### src/hw/can_rx_filter_pkg.sv
// types, register map and constants of the rx acceptance filter
`default_nettype none
package can_rx_filter_pkg;
  localparam int unsigned STD_ELEMS = 8;
  localparam int unsigned EXT_ELEMS = 8;
  localparam int unsigned RX_BUFS   = 32;

  localparam logic [7:0] REG_GLOBAL_CFG = 8'h00;
  localparam logic [7:0] REG_STD_LIST   = 8'h04;
  localparam logic [7:0] REG_EXT_LIST   = 8'h08;
  localparam logic [7:0] REG_EXT_MASK   = 8'h0C;
  localparam logic [7:0] REG_STATUS     = 8'h10;
  localparam logic [7:0] REG_NEW_DATA   = 8'h14;
  localparam logic [2:0] STD_ELEM_BASE  = 3'h2;
  localparam logic [1:0] EXT_ELEM_BASE  = 2'h2;

  localparam logic [3:0]  GLOBAL_CFG_RST = 4'h0;
  localparam logic [3:0]  LIST_CFG_RST   = 4'h0;
  localparam logic [28:0] EXT_MASK_RST   = 29'h1FFF_FFFF;
  localparam logic [31:0] ELEM_RST       = 32'h0000_0000;
  localparam logic [2:0]  LEC_RST        = 3'h0;

  localparam int unsigned ST_LEC     = 0;
  localparam int unsigned ST_DLEC    = 4;
  localparam int unsigned ST_HPM     = 8;
  localparam int unsigned ST_BUSY    = 9;
  localparam int unsigned STD_TYPE   = 30;
  localparam int unsigned STD_ACT    = 27;
  localparam int unsigned STD_ID1    = 16;
  localparam int unsigned EXT_ACT    = 29;
  localparam int unsigned EXT_TYPE   = 30;
  localparam int unsigned EVENT_BIT  = 9;
  localparam int unsigned NM_EXT     = 2;

  localparam logic [1:0] FT_RANGE     = 2'h0;
  localparam logic [1:0] FT_DUAL      = 2'h1;
  localparam logic [1:0] FT_CLASSIC   = 2'h2;
  localparam logic [1:0] FT_RANGE_RAW = 2'h3;
  localparam logic [1:0] NM_FIFO0     = 2'h0;
  localparam logic [1:0] NM_FIFO1     = 2'h1;

  typedef enum logic [2:0] {
    ACT_DISABLED = 3'h0, ACT_FIFO0 = 3'h1, ACT_FIFO1 = 3'h2, ACT_REJECT = 3'h3,
    ACT_HPM = 3'h4, ACT_HPM_FIFO0 = 3'h5, ACT_HPM_FIFO1 = 3'h6, ACT_RXBUF = 3'h7
  } act_t;

  typedef enum logic [3:0] {
    ST_IDLE = 4'h1, ST_WALK = 4'h2, ST_STORE = 4'h4, ST_DROP = 4'h8
  } state_t;

  typedef enum logic [1:0] {
    TGT_NONE = 2'h0, TGT_FIFO0 = 2'h1, TGT_FIFO1 = 2'h2, TGT_RXBUF = 2'h3
  } tgt_t;

  typedef struct packed {
    logic        ide;
    logic        rtr;
    logic [28:0] id;
  } rxFrame_t;

  typedef struct packed {
    logic        we;
    tgt_t        kind;
    logic [4:0]  bufIdx;
    logic [4:0]  word;
    logic [31:0] data;
  } ramWrite_t;

  function automatic logic [31:0] beMask(input logic [3:0] be);
    beMask = {{8{be[3]}}, {8{be[2]}}, {8{be[1]}}, {8{be[0]}}};
  endfunction : beMask
endpackage : can_rx_filter_pkg
`default_nettype wire

### src/hw/can_rx_acceptance_filter.sv
// receive acceptance filter with avalon register slave
`default_nettype none
module can_rx_acceptance_filter
  import can_rx_filter_pkg::*;
(
  input  wire logic        clk,
  input  wire logic        rst_b,
  input  wire logic [7:0]  address,
  input  wire logic        read,
  input  wire logic        write,
  input  wire logic [3:0]  byteenable,
  input  wire logic [31:0] writedata,
  output logic      [31:0] readdata,
  output logic             waitrequest,
  input  wire logic        idValid,
  input  wire rxFrame_t    rxFrame,
  input  wire logic        dataValid,
  input  wire logic [31:0] dataWord,
  input  wire logic        frameEnd,
  input  wire logic        frameErr,
  input  wire logic        dataPhaseErr,
  input  wire logic [2:0]  errCode,
  output ramWrite_t        ramWrite,
  output logic             fifoPut0,
  output logic             fifoPut1,
  output logic             filterEvent,
  output logic             highPriorityMsgFlag,
  output logic             busy
);
  logic [3:0]         globalFilterConfig_q;
  logic [3:0]         stdListConfig_q;
  logic [3:0]         extListConfig_q;
  logic [28:0]        extIdentifierAndMask_q;
  logic [31:0]        stdElem_q [STD_ELEMS];
  logic [31:0]        extElem_q [2*EXT_ELEMS];
  logic [RX_BUFS-1:0] newData_q;
  logic [RX_BUFS-1:0] newData_d;
  logic [2:0]         lastErrorCode_q;
  logic [2:0]         dataPhaseLastErrorCode_q;
  logic               hpm_q;
  logic               waitReq_q;
  logic [31:0]        readData_q;
  state_t             state_q;
  state_t             state_d;
  rxFrame_t           frame_q;
  logic [3:0]         elemIdx_q;
  tgt_t               tgt_q;
  logic [4:0]         bufIdx_q;
  logic [4:0]         word_q;
  ramWrite_t          ramWrite_q;
  logic               put0_q;
  logic               put1_q;
  logic               event_q;
  logic               busy_q;

  // bus decode: one wait cycle, then the access completes
  logic        busReq;
  logic        wrEn;
  logic [31:0] wrMask;
  logic [5:0]  wordAddr;
  logic        selStd;
  logic        selExt;
  logic [31:0] rdMux;
  logic [31:0] statusWord;

  assign busReq     = read | write;
  assign wrEn       = write & ~waitReq_q;
  assign wrMask     = beMask(byteenable);
  assign wordAddr   = address[7:2];
  assign selStd     = address[7:5] == STD_ELEM_BASE;
  assign selExt     = address[7:6] == EXT_ELEM_BASE;
  assign statusWord = {22'h00_0000, ~state_q[0], hpm_q, 1'b0, dataPhaseLastErrorCode_q,
                       1'b0, lastErrorCode_q};
  assign rdMux = selStd ? stdElem_q[address[4:2]] :
                 selExt ? extElem_q[address[5:2]] :
                 (wordAddr == REG_GLOBAL_CFG[7:2]) ? {28'h000_0000, globalFilterConfig_q} :
                 (wordAddr == REG_STD_LIST[7:2])   ? {28'h000_0000, stdListConfig_q} :
                 (wordAddr == REG_EXT_LIST[7:2])   ? {28'h000_0000, extListConfig_q} :
                 (wordAddr == REG_EXT_MASK[7:2])   ? {3'h0, extIdentifierAndMask_q} :
                 (wordAddr == REG_STATUS[7:2])     ? statusWord :
                 (wordAddr == REG_NEW_DATA[7:2])   ? newData_q : 32'h0000_0000;

  // current element fields; the list follows the frame's ide bit
  logic        isExt;
  logic [3:0]  listLen;
  logic        listEnd;
  logic [31:0] curStd;
  logic [31:0] curExtA;
  logic [31:0] curExtB;
  act_t        action;
  logic [1:0]  fType;
  logic [28:0] idOne;
  logic [28:0] idTwo;
  logic [28:0] idMasked;
  logic [4:0]  elemBuf;
  logic        typeHit;
  logic        elemHit;
  logic [1:0]  noMatchCfg;
  tgt_t        decTgt;
  logic        decide;
  logic        setHpm;

  assign isExt   = frame_q.ide;
  assign listLen = isExt ? extListConfig_q : stdListConfig_q;
  assign listEnd = (elemIdx_q >= listLen) || (elemIdx_q >= 4'(STD_ELEMS));
  assign curStd  = stdElem_q[elemIdx_q[2:0]];
  assign curExtA = extElem_q[{elemIdx_q[2:0], 1'b0}];
  assign curExtB = extElem_q[{elemIdx_q[2:0], 1'b1}];
  assign action  = act_t'(isExt ? curExtA[EXT_ACT +: 3] : curStd[STD_ACT +: 3]);
  assign fType   = isExt ? curExtB[EXT_TYPE +: 2] : curStd[STD_TYPE +: 2];
  assign idOne   = isExt ? curExtA[28:0] : {18'h0_0000, curStd[STD_ID1 +: 11]};
  assign idTwo   = isExt ? curExtB[28:0] : {18'h0_0000, curStd[10:0]};
  assign idMasked = isExt ? (frame_q.id & extIdentifierAndMask_q) : frame_q.id;
  assign elemBuf = idTwo[4:0];

  can_rx_elem_match elemMatch (
    .filterType (fType),
    .isExt      (isExt),
    .idOne      (idOne),
    .idTwo      (idTwo),
    .idMasked   (idMasked),
    .idRaw      (frame_q.id),
    .hit        (typeHit)
  );

  // a buffer still holding unread data lets the walk go on
  assign elemHit = ~listEnd && (action != ACT_DISABLED) &&
                   ((action == ACT_RXBUF) ? (idMasked == idOne && !newData_q[elemBuf]) :
                    typeHit);
  assign decide     = state_q[1] && (elemHit || listEnd);
  assign noMatchCfg = isExt ? globalFilterConfig_q[NM_EXT +: 2] : globalFilterConfig_q[1:0];
  assign decTgt = !elemHit ? ((noMatchCfg == NM_FIFO0) ? TGT_FIFO0 :
                              (noMatchCfg == NM_FIFO1) ? TGT_FIFO1 : TGT_NONE) :
                  (action == ACT_FIFO0 || action == ACT_HPM_FIFO0) ? TGT_FIFO0 :
                  (action == ACT_FIFO1 || action == ACT_HPM_FIFO1) ? TGT_FIFO1 :
                  (action == ACT_RXBUF) ? TGT_RXBUF : TGT_NONE;
  assign setHpm = decide && elemHit &&
                  (action == ACT_HPM || action == ACT_HPM_FIFO0 || action == ACT_HPM_FIFO1);

  // frame sequencing; identifiers are taken only while idle
  logic frameDone;
  logic goodEnd;

  assign frameDone = frameEnd | frameErr;
  assign goodEnd   = state_q[2] && frameEnd && !frameErr;

  always_comb begin
    state_d = state_q;
    case (state_q)
      ST_IDLE: begin
        if (idValid) begin
          state_d = ST_WALK;
        end
      end
      ST_WALK: begin
        if (frameDone) begin
          state_d = ST_IDLE;
        end else if (decide) begin
          state_d = (decTgt == TGT_NONE) ? ST_DROP : ST_STORE;
        end
      end
      ST_STORE, ST_DROP: begin
        if (frameDone) begin
          state_d = ST_IDLE;
        end
      end
      default: state_d = ST_IDLE;
    endcase
  end

  // hardware set wins over a software clear in the same cycle
  always_comb begin
    newData_d = newData_q;
    if (wrEn && wordAddr == REG_NEW_DATA[7:2]) begin
      newData_d = newData_q & ~(writedata & wrMask);
    end
    if (goodEnd && tgt_q == TGT_RXBUF) begin
      newData_d[bufIdx_q] = 1'b1;
    end
  end

  always_ff @(posedge clk or negedge rst_b) begin
    if (!rst_b) begin
      waitReq_q  <= 1'b1;
      readData_q <= 32'h0000_0000;
    end else begin
      waitReq_q <= ~(busReq & waitReq_q);
      if (busReq && waitReq_q) begin
        readData_q <= rdMux;
      end
    end
  end

  always_ff @(posedge clk or negedge rst_b) begin
    if (!rst_b) begin
      globalFilterConfig_q   <= GLOBAL_CFG_RST;
      stdListConfig_q        <= LIST_CFG_RST;
      extListConfig_q        <= LIST_CFG_RST;
      extIdentifierAndMask_q <= EXT_MASK_RST;
      stdElem_q              <= '{default: ELEM_RST};
      extElem_q              <= '{default: ELEM_RST};
    end else if (wrEn) begin
      if (wordAddr == REG_GLOBAL_CFG[7:2] && byteenable[0]) begin
        globalFilterConfig_q <= writedata[3:0];
      end
      if (wordAddr == REG_STD_LIST[7:2] && byteenable[0]) begin
        stdListConfig_q <= writedata[3:0];
      end
      if (wordAddr == REG_EXT_LIST[7:2] && byteenable[0]) begin
        extListConfig_q <= writedata[3:0];
      end
      if (wordAddr == REG_EXT_MASK[7:2]) begin
        extIdentifierAndMask_q <= (extIdentifierAndMask_q & ~wrMask[28:0]) |
                                  (writedata[28:0] & wrMask[28:0]);
      end
      if (selStd) begin
        stdElem_q[address[4:2]] <= (stdElem_q[address[4:2]] & ~wrMask) | (writedata & wrMask);
      end
      if (selExt) begin
        extElem_q[address[5:2]] <= (extElem_q[address[5:2]] & ~wrMask) | (writedata & wrMask);
      end
    end
  end

  always_ff @(posedge clk or negedge rst_b) begin
    if (!rst_b) begin
      newData_q                <= '0;
      hpm_q                    <= 1'b0;
      lastErrorCode_q          <= LEC_RST;
      dataPhaseLastErrorCode_q <= LEC_RST;
    end else begin
      newData_q <= newData_d;
      if (setHpm) begin
        hpm_q <= 1'b1;
      end else if (wrEn && wordAddr == REG_STATUS[7:2] && byteenable[1] && writedata[ST_HPM]) begin
        hpm_q <= 1'b0;
      end
      if (frameErr && !dataPhaseErr) begin
        lastErrorCode_q <= errCode;
      end
      if (frameErr && dataPhaseErr) begin
        dataPhaseLastErrorCode_q <= errCode;
      end
    end
  end

  always_ff @(posedge clk or negedge rst_b) begin
    if (!rst_b) begin
      state_q   <= ST_IDLE;
      frame_q   <= '0;
      elemIdx_q <= 4'h0;
      tgt_q     <= TGT_NONE;
      bufIdx_q  <= 5'h00;
      busy_q    <= 1'b0;
    end else begin
      state_q <= state_d;
      busy_q  <= state_d != ST_IDLE;
      if (state_q[0] && idValid) begin
        frame_q   <= rxFrame;
        elemIdx_q <= 4'h0;
      end else if (state_q[1] && !decide) begin
        elemIdx_q <= elemIdx_q + 4'h1;
      end
      if (decide) begin
        tgt_q    <= decTgt;
        bufIdx_q <= elemBuf;
      end
    end
  end

  // header word carries the raw identifier, then payload words follow
  always_ff @(posedge clk or negedge rst_b) begin
    if (!rst_b) begin
      ramWrite_q <= '0;
      word_q     <= 5'h00;
      put0_q     <= 1'b0;
      put1_q     <= 1'b0;
      event_q    <= 1'b0;
    end else begin
      ramWrite_q.we <= 1'b0;
      if (decide && decTgt != TGT_NONE && !frameDone) begin
        ramWrite_q <= '{we: 1'b1, kind: decTgt, bufIdx: elemBuf, word: 5'h00,
                        data: {frame_q.rtr, frame_q.ide, 1'b0, frame_q.id}};
        word_q     <= 5'h01;
      end else if (state_q[2] && dataValid && !frameDone) begin
        ramWrite_q <= '{we: 1'b1, kind: tgt_q, bufIdx: bufIdx_q, word: word_q,
                        data: dataWord};
        word_q     <= word_q + 5'h01;
      end
      put0_q  <= goodEnd && tgt_q == TGT_FIFO0;
      put1_q  <= goodEnd && tgt_q == TGT_FIFO1;
      event_q <= decide && elemHit && action == ACT_RXBUF && idTwo[EVENT_BIT];
    end
  end

  assign readdata            = readData_q;
  assign waitrequest         = waitReq_q;
  assign ramWrite            = ramWrite_q;
  assign fifoPut0            = put0_q;
  assign fifoPut1            = put1_q;
  assign filterEvent         = event_q;
  assign highPriorityMsgFlag = hpm_q;
  assign busy                = busy_q;
endmodule : can_rx_acceptance_filter
`default_nettype wire

### src/hw/can_rx_elem_match.sv
// identifier comparison of one filter element
`default_nettype none
module can_rx_elem_match
  import can_rx_filter_pkg::*;
(
  input  wire logic [1:0]  filterType,
  input  wire logic        isExt,
  input  wire logic [28:0] idOne,
  input  wire logic [28:0] idTwo,
  input  wire logic [28:0] idMasked,
  input  wire logic [28:0] idRaw,
  output logic             hit
);
  logic [28:0] rangeId;
  logic        inRange;
  logic        dualHit;
  logic        maskHit;

  // only extended type 11 sees the unmasked id
  assign rangeId = (isExt && filterType == FT_RANGE_RAW) ? idRaw : idMasked;
  assign inRange = (rangeId >= idOne) && (rangeId <= idTwo);
  assign dualHit = (idMasked == idOne) || (idMasked == idTwo);
  assign maskHit = ((idMasked ^ idOne) & idTwo) == 29'h0000_0000;

  // standard type 11 is unused and never hits
  assign hit = (filterType == FT_RANGE)   ? inRange :
               (filterType == FT_DUAL)    ? dualHit :
               (filterType == FT_CLASSIC) ? maskHit :
               (isExt && inRange);
endmodule : can_rx_elem_match
`default_nettype wire

### config.mk
export PLATFORM = sky130hd
export DESIGN_NAME = can_rx_acceptance_filter
export DESIGN_NICKNAME = d
export VERILOG_FILES = /design/src/hw/can_rx_filter_pkg.sv /design/src/hw/can_rx_acceptance_filter.sv /design/src/hw/can_rx_elem_match.sv
export SDC_FILE = /design/constraint.sdc
export NUM_CORES = 2
export LEC_CHECK = 0
export ABC_AREA = 1
export BUFFER_PORTS_ARGS = -buffer_cell sky130_fd_sc_hd__buf_2
export CAP_MARGIN = 5
export CORE_MARGIN = 2
export CORE_UTILIZATION = 48
export DETAILED_ROUTE_END_ITERATION = 12
export SKIP_CTS_REPAIR_TIMING = 1
export SYNTH_ARGS = -nofsm -noshare
export SYNTH_HDL_FRONTEND = slang
export SYNTH_SLANG_ARGS = --single-unit
### constraint.sdc
create_clock -name clk -period 4.8 [get_ports clk]
set_input_delay 0.72 -clock clk [delete_from_list [all_inputs] [get_ports clk]]
set_output_delay 0.72 -clock clk [all_outputs]
set_load 0.005 [all_outputs]
# Word level (Yosys, flattened, before mapping)
# Index checks and enable logic that the tools add are counted.
# W data, S select, Z words.
# word_totals
regBits	981
inputBits	119
out_inout_bits	83
wordCells	254
# op_classes
addsub	2
n_lt_le_gt_ge	14
n_eq_ne	27
n_mux	67
n_bitwise	29
n_reduce_logical	64
# ops
operator	n
$mux W32	22
$bwmux W512	1
$bmux W32 S4	3
$bwmux W256	1
$bmux W32 S3	2
$and A32 B32 Y32	4
$demux W32 S4	1
$and A29 B29 Y29	4
$mux W29	4
$demux W32 S3	1
$or A32 B32 Y32	3
$mux W45	2
$not A32 Y32	2
$eq A29 B29 Y1	2
$logic_and A1 B1 Y1	35
$mux W4	8
$ge A29 B29 Y1	1
$le A29 B29 Y1	1
$logic_not A29 Y1	1
$not A29 Y29	1
$or A29 B29 Y29	1
$xor A29 B29 Y29	1
$mux W2	8
$ge A5 B5 Y1 const B	3
other kinds (40)	91

# Logic depth before layout (Yosys ltp)
# logic_depth
ltp_word	23
mapped_depth	35
ltp_nobuf	29

# Hierarchy
# Synthesis repeated with hierarchy kept, for this count alone.
# unflattened
hier_cells	7444
hier_area_um2	54483.5
# by_module_without_submodules
mod	instances	cells_per_inst	area_each_um2	seq_area_each_um2
can_rx_acceptance_filter	1	6825	51384.3	24587.3
can_rx_elem_match	1	619	3099.2	0.0

# Worst setup path after synthesis
# Ideal clock, no wire load.
# synth_timing
kind	register to register
start	reg elemIdx_q[1]
end	reg ramWrite_q, in the netlist ramWrite[1]
setup_time_ns	0.125
arrival_ns	3.970
required_ns	4.675
path_slack_ns	0.705
path_stages_with_launch	34
path_buffers	7
period_less_slack_ns	4.095
cell_sequence	dfrtp_1 -> buf_4 -> inv_2 -> buf_4 -> buf_2 -> buf_4 -> o21ai_0 -> o211ai_1 -> nand4_1 -> nand2_1 -> clkbuf_1 -> nand3_1 -> nand2_1 -> ha_1 -> a21oi_1 -> o21ai_0 -> o21ai_0 -> o2111ai_1 -> nand2_1 -> nand2_1 -> nand2_1 -> nand3_1 -> nand3_1 -> nand3_1 -> nand2_1 -> nand2_2 -> nand2_2 -> nand2_4 -> nor2_4 -> nand2_1 -> buf_6 -> buf_6 -> nand3_2 -> nand3_1
# synth_between
elab_chain_cells	21
elab_cells_between_ends	65
classes_between	4 x order compare; 10 x eq/ne; 25 x mux; 6 x bitwise; 20 x reduce/logical
# synth_lines
item	line	source
from (decl)	can_rx_acceptance_filter.sv:46	logic [3:0] elemIdx_q;
from (signal assigned)	can_rx_acceptance_filter.sv:262	elemIdx_q <= elemIdx_q + 4'h1;
$not A4 Y5 (implied by the code) / $not A3 Y4 (equally long branches)	can_rx_acceptance_filter.sv:108, can_rx_acceptance_filter.sv:106	
$bmux W32 S4 / $bmux W32 S3 (equally long branches)	can_rx_acceptance_filter.sv:108, can_rx_acceptance_filter.sv:106	
$mux W32, on equally long branches (2 in a row)	can_rx_acceptance_filter.sv:108, can_rx_acceptance_filter.sv:106	
$mux W2	can_rx_acceptance_filter.sv:110	assign fType = isExt ? curExtB[EXT_TYPE +: 2] : curStd[STD_TYPE +: 2];
$eq A2 B2 Y1	can_rx_elem_match.sv:20	assign rangeId = (isExt && filterType == FT_RANGE_RAW) ? idRaw : idMasked;
$logic_and A1 B1 Y1	can_rx_elem_match.sv:20	
$mux W29	can_rx_elem_match.sv:20	
$ge A29 B29 Y1 / $le A29 B29 Y1 (equally long branches)	can_rx_elem_match.sv:21	assign inRange = (rangeId >= idOne) && (rangeId <= idTwo);
[3 not listed]	--	
$mux W1	can_rx_elem_match.sv:27	(filterType == FT_DUAL) ? dualHit :
$mux W1	can_rx_elem_match.sv:26	assign hit = (filterType == FT_RANGE) ? inRange :
$mux W1	can_rx_acceptance_filter.sv:128	((action == ACT_RXBUF) ? (idMasked == idOne && !newData_q[elemBuf]) :
$logic_and A1 B1 Y1	can_rx_acceptance_filter.sv:127	assign elemHit = ~listEnd && (action != ACT_DISABLED) &&
$mux W2 / $logic_or A1 B1 Y1 (equally long branches)	can_rx_acceptance_filter.sv:132, can_rx_acceptance_filter.sv:130	
$reduce_bool A2 Y1 / $logic_and A1 B1 Y1 (equally long branches)	can_rx_acceptance_filter.sv:281, can_rx_acceptance_filter.sv:130	
$logic_and A1 B1 Y1 (*) (2 in a row)	can_rx_acceptance_filter.sv:281	if (decide && decTgt != TGT_NONE && !frameDone) begin
$mux W45 / $reduce_bool A2 Y1 (equally long branches)	--	
to (signal assigned)	can_rx_acceptance_filter.sv:282	ramWrite_q <= '{we: 1'b1, kind: decTgt, bufIdx: elemBuf, word: 5'h00,
to (signal assigned)	can_rx_acceptance_filter.sv:286	ramWrite_q <= '{we: 1'b1, kind: tgt_q, bufIdx: bufIdx_q, word: word_q,
to (decl)	can_rx_acceptance_filter.sv:50	ramWrite_t ramWrite_q;
# Every way passes the cells marked *; elsewhere a longest branch is shown, timed or not. The select of a mux whose other input is x is not followed.
# A chain may end at the register's enable or synchronous reset.

# Worst setup path in the final report
# layout_timing
start	reg elemIdx_q[0]
end	reg ramWrite_q, in the netlist ramWrite[29]
# The elaborated chain is that of the path after synthesis.

==> flow_metrics.env <==
export IMPL_syn2layout_area_growth_pct=15.6
export IMPL_final_cell_count_no_fill=9292
export IMPL_cts_htree_levels=3
export IMPL_fp_dieArea_mm2=0.117
export IMPL_report_final_slew_viol_count=0
export IMPL_wl_mm=230
export IMPL_hold_viol_final=0
export IMPL_wire_per_inst_um=24.8
export IMPL_period_minus_slack_ps=4600
export IMPL_cts_sinks=981
export IMPL_regToRegSetupSlack_ps=200
export IMPL_initial_core_util=0.485
export IMPL_synth_xor_area_frac=0.000320
export IMPL_whs_ps=8.82
export IMPL_ant_nets=0
export IMPL_cp_common_cell="nand3_1"
export IMPL_ys_seq_area_frac=0.449
export IMPL_synth_compound_area_frac=0.187
export IMPL_fin_skew_ps=35.9
export IMPL_p_leak_nw=30.3
export IMPL_coreArea_mm2=0.113
export IMPL_antenna_found_initial=26
export IMPL_grt_pass1_wl_mm=337
export IMPL_synthTopCellsByCount="nand2_1, o21ai_0, dfrtp_1, inv_1, nand3_1"
export IMPL_postSynthCellCount=7510
export IMPL_root_buffer="clkbuf_16"
export IMPL_die_height_um=342
export IMPL_port_buffers=199
export IMPL_dp_hpwl_mm=155
export IMPL_gr_usage_all_layers=0.388
export IMPL_ctsLongestPathBuffers=3
export IMPL_slowest_stage="dfrtp_4"
export IMPL_final_net_count=7875
export IMPL_fill_cells=10800
export IMPL_cp_required_ps=5410
export IMPL_avgSynthCellArea_um2=7.29
export IMPL_path_delay_family="simple AND/OR/NAND/NOR gates"
export IMPL_crit_type="register to register"
export IMPL_startpoint_type="register"
export IMPL_floorplan_rows=123
export IMPL_drc=0
export IMPL_cts_tree="yes"
export IMPL_status="finished, final reports clean"
export IMPL_pre_cts_ws_ps=-134
export IMPL_pin_count=202
export IMPL_syn_area_mm2=0.0547
export IMPL_final_setup_viol_count=0
export IMPL_grt_start_max_net_pins=146
export IMPL_die_x_um=342
export IMPL_gr_usage_met1=0.516
export IMPL_async_flop_share=1.00
export IMPL_slew_headroom=0.258
export IMPL_ir_worst_vdd_uv=319
export IMPL_synth_top_cell_by_area="dfrtp_1"
export IMPL_grt_pass1_vias=51200
export IMPL_synthSimpleGateAreaFrac=0.240
export IMPL_grt_use_met3=0.0852
export IMPL_grt_busiest_layer="met2"
export IMPL_ys_warn_count=0
export IMPL_synth_nets=7694
export IMPL_synth_adder_area_share=0.0149
export IMPL_fin_util=0.561
export IMPL_use_met2=0.589
export IMPL_drive_gt1_frac=0.116
export IMPL_setup_slack_ps=202
export IMPL_synth_edf_count=0
export IMPL_synthMuxAreaShare=0.00466
export IMPL_period_share=0.958
export IMPL_insertion_delay_ps=740
export IMPL_worstMarginPinSlew_ps=1110
export IMPL_drv_cap=0
export IMPL_path_clk_slew_ps=60
export IMPL_fmax_ghz=0.217
export IMPL_slowest_delay_ps=540
export IMPL_synth_top_area_share=0.434
export IMPL_gp_congestion=1.04
export IMPL_via_count=54900
export IMPL_cp_arrival_ps=5210
export IMPL_dr_pass1_iters=7
export IMPL_synth_most_common_cell="nand2_1"
export IMPL_setup_worst_path_end_class="register"
export IMPL_vias_per_cell=5.91
export IMPL_ys_types=46
export IMPL_power_density_mw_per_mm2=510
export IMPL_path_buf_inv=9
export IMPL_dp_cells=9073
export IMPL_hold_path_class="input port to async pin"
export IMPL_gr_total_overflow=0
export IMPL_ys_top_cells_by_area="dfrtp_1, nand2_1, o21ai_0"
export IMPL_cts_buffers=110
export IMPL_drt_iter0_drc=6695
export IMPL_ys_ff_latch=981
export IMPL_synth_top_family_by_area="simple AND/OR/NAND/NOR gates"
export IMPL_cp_max_fo=37
export IMPL_yosys_most_used_dff="dfrtp_1"
-- registers in the layout, indices dropped and copies added (netlist names), 5 cells and up, named ones only --
register   count
extElem_q    512
stdElem_q    256
ramWrite      45
newData_q     32
readdata      32
frame_q       30
bufIdx_q       5
word_q         5
-- per-layer routing --
layer,wire [um],vias to the layer above
li1,-,25100
met1,91200,26000
met2,100000,3024
met3,24100,708
met4,14900,20
met5,117,-
-- power by group --
group	switching [mW]	total [mW]	internal [mW]
logic	8.48	13.0	4.55
clock network	3.67	9.02	5.36
registers	0.768	10.2	9.42
total	12.9	32.3	19.3
-- final cells by class --
cell class	count	area [um2]	area share
antenna	7	17.5	0.000277
timing repair buffer	567	4730	0.0748
multi-input combinational	5122	24700	0.391
clock buffer	173	3420	0.0541
inverter	909	3440	0.0543
sequential	981	24600	0.389
tap	1500	1880	0.0297
clock inverter	33	460	0.00728
-- metrics by stage --
stage | setup TNS (ps) | area [um2] | total power, mW
2_1_floorplan | 0 | 54700 | 16.9
3_3_place_gp | -1350 | 59200 | 22.7
3_5_place_dp | -4990 | 59200 | 22.8
4_1_cts | -6220 | 63100 | 31.8
5_1_grt | -16.6 | 63300 | 33.8
6_report | 0 | 63300 | 32.3
-- worst reg2reg max path: cells and delay by family (launching register included) --
kind	cells	cell delay, ps
AND/OR/NAND/NOR	15	1620
buffers and inverters	9	1500
flip-flops	1	540
AO/OA/AOI/OAI	3	440
adder cells (fa/ha/maj)	1	350
-- placed cells by master (no fill, tap or decap), types with 9 or more instances in the layout --
| cell type | instances |
|---|---|
| buf_12 | 71 |
| nand2_2 | 15 |
| o22ai_1 | 279 |
| a221oi_1 | 43 |
| bufinv_16 | 9 |
| buf_2 | 198 |
| nand3b_1 | 15 |
| clkbuf_8 | 39 |
| nand2_1 | 2179 |
| o21ai_0 | 1170 |
| clkinv_2 | 16 |
| nand3_2 | 19 |
| inv_1 | 884 |
| dfstp_2 | 31 |
| dfrtp_1 | 946 |
| clkbuf_1 | 22 |
| a21oi_1 | 125 |
| o211ai_1 | 85 |
| mux2_2 | 20 |
| nand4_1 | 76 |
| buf_4 | 289 |
| nor3_2 | 19 |
| nand3_1 | 564 |
| clkinv_1 | 11 |
| o31ai_1 | 10 |
| clkbuf_16 | 114 |
| o21ai_1 | 20 |
| nor3_1 | 16 |
| ha_1 | 65 |
| a31oi_1 | 10 |
| o221ai_1 | 10 |
| a22oi_1 | 55 |
| nor2_1 | 269 |
-- kinds of logic after synthesis --
kind of cell               after synthesis
and+or+nand+nor                       3196
AOI/OAI and AO/OA                     1836
buffers and inverters                 1407
DFF                                    981
adders and majority gates               65
muxes                                   23
xor gates and xnor gates                 2
-- worst paths after layout --
path,start,end,cells past startpoint
setup / recovery,elemIdx_q[0],ramWrite[29],28
hold / removal,rst_b,extElem_q[465],1
setup reg to reg,elemIdx_q[0],ramWrite[29],28
hold reg to reg,tgt_q[1],fifoPut0,1
max in group asynchronous,rst_b,stdListConfig_q[1],2
min in group clk,rxFrame[17],frame_q[17],3
Note: power is estimated with default switching activity, not from simulation.
